File: config.mk
export PLATFORM = sky130hd
export DESIGN_NAME = mbi_host
export DESIGN_NICKNAME = d
export VERILOG_FILES = /design/src/design/mbi_pkg.sv /design/src/design/mbi_step_count.sv /design/src/design/mbi_host.sv
export VERILOG_INCLUDE_DIRS = /design/src /design/src/design
export SDC_FILE = /design/constraint.sdc
export NUM_CORES = 1
export LEC_CHECK = 0
export ABC_AREA = 0
export ABC_CLOCK_PERIOD_IN_PS = 2300
export BUFFER_PORTS_ARGS = -buffer_cell sky130_fd_sc_hd__buf_2
export CORE_UTILIZATION = 46
export DETAILED_ROUTE_END_ITERATION = 16
export PLACE_DENSITY_LB_ADDON = 0.12
export SLEW_MARGIN = 25
export SYNTH_ARGS = -nofsm -noshare
export SYNTH_HDL_FRONTEND = slang
export SYNTH_SLANG_ARGS = --single-unit
File: constraint.sdc
create_clock -name clock_i -period 2.3 [get_ports clock_i]
set_input_delay 0.115 -clock clock_i [delete_from_list [all_inputs] [get_ports clock_i]]
set_output_delay 0.115 -clock clock_i [all_outputs]
set_load 0.02 [all_outputs]
File: src/design/mbi_cfg.svh
// constants for the host-side bus controller that drives the peripheral's pins
// assumes a 100 MHz clock_i; timing figures are given in ns and rounded up to whole clock cycles of that clock
`ifndef MBI_CFG_SVH
`define MBI_CFG_SVH
`define MBI_CLK_NS        10
`define MBI_STROBE_NS     30
`define MBI_STROBE_CYC    ((`MBI_STROBE_NS + `MBI_CLK_NS - 1) / `MBI_CLK_NS)
`define MBI_CNT_W         4
`define MBI_BYTE_W        8
`define MBI_ADDR_W        16
`define MBI_XADDR_W       3
`define MBI_LO_BYTE       7:0
`define MBI_HI_BYTE       15:8
`define MBI_XADDR_FIELD   18:16
`define MBI_TOP_BIT       19
`define MBI_PIN_LO        7:0
`define MBI_PIN_HI        15:8
`define MBI_PIN_PA        23:16
`define MBI_PIN_PB        31:24
`define MBI_MODE_MUX8     2'h0
`define MBI_MODE_MUX16    2'h1
`define MBI_MODE_NMUX8    2'h2
`define MBI_MODE_NMUX16   2'h3
`endif

File: src/design/mbi_pkg.sv
// types shared by the host-side bus controller
// assumes mbi_cfg.svh supplies the numeric constants
`include "mbi_cfg.svh"
package mbi_pkg;
    typedef logic [1:0] mbi_mode_t;
    typedef enum logic [2:0] {
        MBI_IDLE   = 3'b000,
        MBI_ADDR   = 3'b001,
        MBI_LATCH  = 3'b010,
        MBI_STROBE = 3'b011,
        MBI_DONE   = 3'b100
    } mbi_state_t;
endpackage

File: src/design/mbi_step_count.sv
// small down-counter that times each phase of a bus cycle
// assumes load and count come from the same clock domain
`timescale 1ns/1ps
`default_nettype none
`include "mbi_cfg.svh"
module mbi_step_count (
    // clock and reset
    input  wire logic                  clock_i,
    input  wire logic                  reset_n_i,
    // control
    input  wire logic                  load_i,
    input  wire logic [`MBI_CNT_W-1:0] value_i,
    output logic                       zero_o
);
    logic [`MBI_CNT_W-1:0] count;

    // load wins over counting so a new phase always starts full
    always_ff @(posedge clock_i or negedge reset_n_i) begin
        if (!reset_n_i) begin
            count <= '0;
        end else if (load_i) begin
            count <= value_i;
        end else if (count != '0) begin
            count <= count - 1'b1;
        end
    end

    assign zero_o = (count == '0);
endmodule // mbi_step_count
`default_nettype wire

File: src/design/mbi_host.sv
// host-side controller that runs read and write cycles on the peripheral's pins
// assumes the peripheral is wired as the chosen mode says; one clock, no bus
// Functional notes
// - non-mux 8: data travels on the first general port
// - non-mux 16: low byte first port, high byte second port
// - address bits 16-18 go to third port, bit 19 to top line
// - other-byte multiplexing is wired non-mux; strobe still latches address
`timescale 1ns/1ps
`default_nettype none
`include "mbi_cfg.svh"
module mbi_host
    import mbi_pkg::*;
(
    // clock and reset
    input  wire logic                      clock_i,
    input  wire logic                      reset_n_i,
    // configuration
    input  wire mbi_pkg::mbi_mode_t        mode_i,
    input  wire logic                      width16_ok_i,
    input  wire logic                      strobe_high_i,
    // user request
    input  wire logic                      req_i,
    input  wire logic                      write_i,
    input  wire logic [19:0]               addr_i,
    input  wire logic [15:0]               wdata_i,
    input  wire logic                      hi_byte_i,
    output logic                           busy_o,
    output logic                           done_o,
    output logic [15:0]                    rdata_o,
    // control pins toward the peripheral
    output logic                           address_strobe_o,
    output logic                           read_n_o,
    output logic                           write_n_o,
    output logic                           byte_high_enable_n_o,
    output logic                           top_address_or_chip_select_o,
    output logic [`MBI_XADDR_W-1:0]        third_general_port_o,
    // address/data lines
    input  wire logic [7:0]                low_addr_data_lines_i,
    output logic [7:0]                     low_addr_data_lines_o,
    output logic                           low_addr_data_lines_oe_o,
    input  wire logic [7:0]                high_addr_data_lines_i,
    output logic [7:0]                     high_addr_data_lines_o,
    output logic                           high_addr_data_lines_oe_o,
    // general ports used as data bus in non-mux modes
    input  wire logic [7:0]                first_general_port_i,
    output logic [7:0]                     first_general_port_o,
    output logic                           first_general_port_oe_o,
    input  wire logic [7:0]                second_general_port_i,
    output logic [7:0]                     second_general_port_o,
    output logic                           second_general_port_oe_o
);
    import mbi_pkg::*;

    typedef struct packed {
        mbi_state_t     state;
        logic           mux;
        logic           wide;
        logic           write;
        logic [15:0]    wdata;
        logic           done;
        logic           busy;
        logic [15:0]    rdata;
        logic           strobe;
        logic           rd_n;
        logic           wr_n;
        logic           bhe_n;
        logic           top;
        logic [2:0]     xaddr;
        logic [7:0]     lo_o;
        logic           lo_oe;
        logic [7:0]     hi_o;
        logic           hi_oe;
        logic [7:0]     pa_o;
        logic           pa_oe;
        logic [7:0]     pb_o;
        logic           pb_oe;
    } mbi_host_state_t;

    mbi_host_state_t s;
    mbi_host_state_t next_s;

    // input pins pass two flops before logic reads them
    logic [31:0] pin_sync1;
    logic [31:0] pin_sync2;
    logic        phase_zero;
    logic        phase_load;

    // decodes the data bytes seen on the pins for a given mode
    function automatic logic [15:0] mbi_read_data(input logic mux, input logic [31:0] pins);
        logic [15:0] d;
        d = mux ? {pins[`MBI_PIN_HI], pins[`MBI_PIN_LO]} : {pins[`MBI_PIN_PB], pins[`MBI_PIN_PA]};
        return d;
    endfunction

    always_ff @(posedge clock_i or negedge reset_n_i) begin
        if (!reset_n_i) begin
            pin_sync1 <= '0;
            pin_sync2 <= '0;
        end else begin
            pin_sync1 <= {second_general_port_i, first_general_port_i,
                          high_addr_data_lines_i, low_addr_data_lines_i};
            pin_sync2 <= pin_sync1;
        end
    end

    // every phase lasts at least the strobe time
    mbi_step_count u_step (
        .clock_i   (clock_i),
        .reset_n_i (reset_n_i),
        .load_i    (phase_load),
        .value_i   (`MBI_CNT_W'(`MBI_STROBE_CYC)),
        .zero_o    (phase_zero)
    );

    // sequencer: drive address, strobe it, run the data phase, release
    always_comb begin
        next_s = s;
        phase_load = 1'b0;
        next_s.done = 1'b0;
        unique case (s.state)
            MBI_IDLE: begin
                if (req_i) begin
                    next_s.mux = (mode_i == `MBI_MODE_MUX8) || (mode_i == `MBI_MODE_MUX16);
                    next_s.wide = width16_ok_i &&
                        ((mode_i == `MBI_MODE_MUX16) || (mode_i == `MBI_MODE_NMUX16));
                    next_s.write = write_i;
                    next_s.wdata = wdata_i;
                    next_s.busy = 1'b1;
                    next_s.lo_o = addr_i[`MBI_LO_BYTE];
                    next_s.lo_oe = 1'b1;
                    next_s.hi_o = addr_i[`MBI_HI_BYTE];
                    next_s.hi_oe = 1'b1;
                    // third port only ever carries address inputs, never a decoder output
                    next_s.xaddr = addr_i[`MBI_XADDR_FIELD];
                    next_s.top = addr_i[`MBI_TOP_BIT];
                    next_s.bhe_n = ~hi_byte_i;
                    next_s.strobe = strobe_high_i;
                    next_s.state = MBI_ADDR;
                    phase_load = 1'b1;
                end
            end
            MBI_ADDR: begin
                // trailing edge of the strobe closes the device's address latch
                if (phase_zero) begin
                    next_s.strobe = ~strobe_high_i;
                    next_s.state = MBI_LATCH;
                    phase_load = 1'b1;
                end
            end
            MBI_LATCH: begin
                if (phase_zero) begin
                    if (s.mux) begin
                        // release or turn the shared lines toward data
                        next_s.lo_o = s.wdata[`MBI_LO_BYTE];
                        next_s.lo_oe = s.write;
                        if (s.wide) begin
                            next_s.hi_o = s.wdata[`MBI_HI_BYTE];
                            next_s.hi_oe = s.write;
                        end
                    end else begin
                        next_s.pa_o = s.wdata[`MBI_LO_BYTE];
                        next_s.pa_oe = s.write;
                        next_s.pb_o = s.wdata[`MBI_HI_BYTE];
                        // second port stays with the device's direction bits and chip selects unless wide data needs it
                        next_s.pb_oe = s.write && s.wide;
                    end
                    next_s.rd_n = s.write;
                    next_s.wr_n = ~s.write;
                    next_s.state = MBI_STROBE;
                    phase_load = 1'b1;
                end
            end
            MBI_STROBE: begin
                if (phase_zero) begin
                    if (!s.write) begin
                        next_s.rdata = mbi_read_data(s.mux, pin_sync2);
                        if (!s.wide) begin
                            next_s.rdata[`MBI_HI_BYTE] = 8'h00;
                        end
                    end
                    next_s.rd_n = 1'b1;
                    next_s.wr_n = 1'b1;
                    next_s.state = MBI_DONE;
                    phase_load = 1'b1;
                end
            end
            MBI_DONE: begin
                // hold data one phase after the strobe for hold time
                if (phase_zero) begin
                    next_s.lo_oe = 1'b0;
                    next_s.hi_oe = 1'b0;
                    next_s.pa_oe = 1'b0;
                    next_s.pb_oe = 1'b0;
                    next_s.bhe_n = 1'b1;
                    next_s.busy = 1'b0;
                    next_s.done = 1'b1;
                    next_s.state = MBI_IDLE;
                end
            end
            default: begin
                next_s = '0;
                next_s.state = MBI_IDLE;
            end
        endcase
    end

    // strobe rests low at reset, which is inactive only when strobe_high_i is set; polarity taken on the first request
    always_ff @(posedge clock_i or negedge reset_n_i) begin
        if (!reset_n_i) begin
            s <= '{state: MBI_IDLE, rd_n: 1'b1, wr_n: 1'b1, bhe_n: 1'b1, default: '0};
        end else begin
            s <= next_s;
        end
    end

    assign busy_o = s.busy;
    assign done_o = s.done;
    assign rdata_o = s.rdata;
    assign address_strobe_o = s.strobe;
    assign read_n_o = s.rd_n;
    assign write_n_o = s.wr_n;
    assign byte_high_enable_n_o = s.bhe_n;
    assign top_address_or_chip_select_o = s.top;
    assign third_general_port_o = s.xaddr;
    assign low_addr_data_lines_o = s.lo_o;
    assign low_addr_data_lines_oe_o = s.lo_oe;
    assign high_addr_data_lines_o = s.hi_o;
    assign high_addr_data_lines_oe_o = s.hi_oe;
    assign first_general_port_o = s.pa_o;
    assign first_general_port_oe_o = s.pa_oe;
    assign second_general_port_o = s.pb_o;
    assign second_general_port_oe_o = s.pb_oe;
endmodule // mbi_host
`default_nettype wire

==> flow_summary.toml <==
[synthesis]
synth_cell_types = 44
synth_async_sr_flop_share_pct = 100.0
synth_top_area_share_pct = 62.11
syn_area_per_cell_um2 = 12.64
ys_seq_area_share_pct = 63.42
synth-edff-count = 0
synth.net_count = 553
synthesis.area_mm2 = 0.006003
ys_top_cells_by_area = "dfrtp_1 (62%), buf_4 (6.5%), mux2i_1 (5.5%)"
synth_seq_cells = 152
synthFlopType = "dfrtp_1"
synth_warnings = 0
yosys.area.top_type = "dfrtp_1"
netlist_instances = 475

[finish]
mostFrequentLayoutCells = "dfrtp_1 (149), buf_2 (137), dlygate4sd3_1 (57)"
drive_above_1_share_pct = 33.59
nets = 709
final_common_cell = "dfrtp_1"
syn_to_final_growth_pct = 27.70
multi_input_area_mm2 = 0.001687
final_cells = 815
final_cell_area_mm2 = 0.007666
antennaDiodeCount = 0
num-fill-cells = 1009
final_core_util_pct = 60.50
register_area_mm2 = 0.003807

[worst_hold_path]
min_path_type = "input port to flop"
min_to = "low_addr_data_lines_o[1]$_DFFE_PN0P_"
min_from = "addr_i[1]"
worstHoldPathCells = 4

[clock_tree]
cts_buffers = 17
clock_path_buffers = 2
cts-root-buf = "clkbuf_16"
worstSkewPairLatency_ps = 420
clk_pin_slew_worst_paths_ps = 60
ctsResizeCount = 0
clock-sinks = 152
cts-htree-levels = 4
cts_tree = "built"

[setup_path]
critPathCaptureType = "flop"
critPathArrivalTime_ps = 2450
critPathSlowestCell = "dfrtp_1"
start_kind = "flop"
rr_worst_depth = 6
r2r-start = "u_step.count[0]$_DFFE_PN0P_"
crit_buf_inv = 1
cp_top_family = "compound AO/OA/AOI/OAI gates"
crit_type = "flop to flop"
slowest_delay_ps = 410
path_cells = "inv_1 -> ha_1 -> nor3b_1 -> a311o_1 -> a21boi_4 -> mux2_2"
reg2reg_slack_ps = 140
crit_required_ps = 2600
reg2reg_to = "high_addr_data_lines_o[6]$_DFFE_PN0P_"
crit_fanout = 8

[routing]
antenna_left = 0
detail_route.wl_per_cell_um = 14.82
drtIter0Drc = 184
drc_errors = 0
vias_per_cell = 4.780
drt-total-wl_um = 12080
num_vias = 3896
dr.pass1.iters = 4

[placed_design]
gp_congestion = 0.8360
postPlaceCellArea_mm2 = 0.006580
dp_cells = 727
dp_hpwl_um = 8105
io_buffers = 138

[global_routing]
grt_first_pass_wirelength_um = 18960
antenna_found_initial = 0
grt_pass1_vias = 3778
grt_max_degree = 65
grt_usage_pct = 19.14
gr-total-overflow = 0

[floorplan]
die_area_mm2 = 0.01351
start_util_pct = 47.38
std_cell_rows = 41
core-area_mm2 = 0.01267
io_pins = 139
die_w_um = 116.2
chipHeight_um = 116.2

[sta]
tightest_slew_ps = 745.2
max_freq_mhz = 463.0
fin_crit_ps = 2160
max-slew-margin-rel_pct = 50.31
tns_ps = 0
finalCritPeriodShare_pct = 93.90
hold_violations = 0
slew_violations = 0
grt_setup_unrepaired = "no"
finClkSkew_ps = 10.43
setup_viol = 0

[power]
peakVddDrop_mv = 0.6866
p_leak_nw = 3.764
power_switching_mw = 2.924
p_sw_share_pct = 33.72
powerDensity_mw_per_mm2 = 1131
pwr-share-seq_pct = 42.0
p_comb_share_pct = 30.1
finalPower_mw = 8.671
p_clk_share_pct = 27.8
internal_power_mw = 5.748

[job]
drv_cap = 0

[run_status]
status = "finished, final reports clean"
[Yosys cell counts (2+ instances only)]
| master | n |
|---|---|
| xnor2_1 | 4 |
| mux2_2 | 19 |
| dfrtp_1 | 149 |
| o22ai_1 | 3 |
| or2_2 | 3 |
| mux2i_1 | 33 |
| a21oi_1 | 10 |
| dfstp_2 | 3 |
| nand2b_1 | 4 |
| nand3_1 | 5 |
| buf_4 | 52 |
| o21ai_0 | 21 |
| nand2_1 | 39 |
| a211oi_1 | 2 |
| nor2_1 | 30 |
| a22o_1 | 21 |
| and3_1 | 2 |
| nor3_1 | 3 |
| buf_2 | 10 |
| nor2b_1 | 3 |
| clkbuf_1 | 13 |
| inv_1 | 7 |
| o221ai_1 | 2 |
| nor3b_1 | 2 |
| o2bb2ai_1 | 16 |
[registers in the layout (all words and copies together), names as in the netlist, 3 cells and up]
register	cells
pin_sync2	32
high_addr_data_lines_o	8
u_step.count	4
pin_sync1	32
first_general_port_o	8
rdata_o	16
s	22
second_general_port_o	8
third_general_port_o	3
low_addr_data_lines_o	8
[tightest hold or removal path, delay by kind of cell]
kind / cells / cell delay [ps]
multiplexers: 2 / 190
AND/OR/NAND/NOR: 1 / 80
buffers and inverters: 1 / 70
[final cells by class]
cell class / instances / area share (%)
Inverter: 7 / 0.3427
Tap cell: 172 / 2.807
Clock buffer: 20 / 5.696
Timing Repair Buffer: 213 / 18.46
Clock inverter: 11 / 1.028
Sequential cell: 152 / 49.67
Multi-Input combinational cell: 240 / 22.00
[per-stage QoR]
stage | hold slack [ps] | setup WS [ps]
floorplan | -180.6 | 234.3
global placement | 132.4 | 269.2
detailed placement | 136.8 | 145.5
CTS | 54.65 | 131.4
global route | 68.30 | 34.22
finish | 74.71 | 140.4
[power by group through the flow]
stage                     sequential (mW)  clock [mW]  combinational (mW)
after floorplan                      3.58           0                2.08
after global placement               3.68           0                2.51
after detailed placement             3.69           0                2.55
after CTS                            3.65        2.46                2.64
after global routing                 3.72        2.59                2.86
final                                3.65        2.41                2.61
[per-layer routing]
layer | up-vias | global-route usage [%] | routed length, um
met4 | 0 | 8.462 | 228
met1 | 1852 | 24.97 | 5451
li1 | 1909 | - | -
met3 | 18 | 5.605 | 697
met5 | - | 0 | 0
met2 | 117 | 29.78 | 5698
[logic make-up (layout without fill, tap and decap cells)]
kind of cell | after synthesis | after routing | synth area share [%]
flip-flops | 152 | 152 | 63.42
AND/OR/NAND/NOR | 96 | 96 | 7.420
AO/OA/AOI/OAI | 86 | 86 | 10.50
buffers and inverters | 83 | 251 | 8.649
multiplexers | 52 | 52 | 9.066
XOR/XNOR | 5 | 5 | 0.7294
adder cells (fa/ha/maj) | 1 | 1 | 0.2084
[how the worst max path moves through the flow]
stage	from	to	slack (ps)	depth (start not counted)
finish	u_step.count[0]$_DFFE_PN0P_	high_addr_data_lines_o[6]$_DFFE_PN0P_	140	6
global route	u_step.count[0]$_DFFE_PN0P_	high_addr_data_lines_o[3]$_DFFE_PN0P_	30	6
CTS	u_step.count[0]$_DFFE_PN0P_	high_addr_data_lines_o[0]$_DFFE_PN0P_	130	6
detailed placement	u_step.count[0]$_DFFE_PN0P_	high_addr_data_lines_o[0]$_DFFE_PN0P_	150	6
global placement	u_step.count[0]$_DFFE_PN0P_	high_addr_data_lines_o[1]$_DFFE_PN0P_	270	6
floorplan	u_step.count[0]$_DFFE_PN0P_	high_addr_data_lines_o[0]$_DFFE_PN0P_	230	7
[timing repair]
action	in CTS	in global routing
hold buffers	57	0
endpoints found under the hold margin	113	0
buffers inserted	0	0
Note: power is estimated with default switching activity, not from simulation.
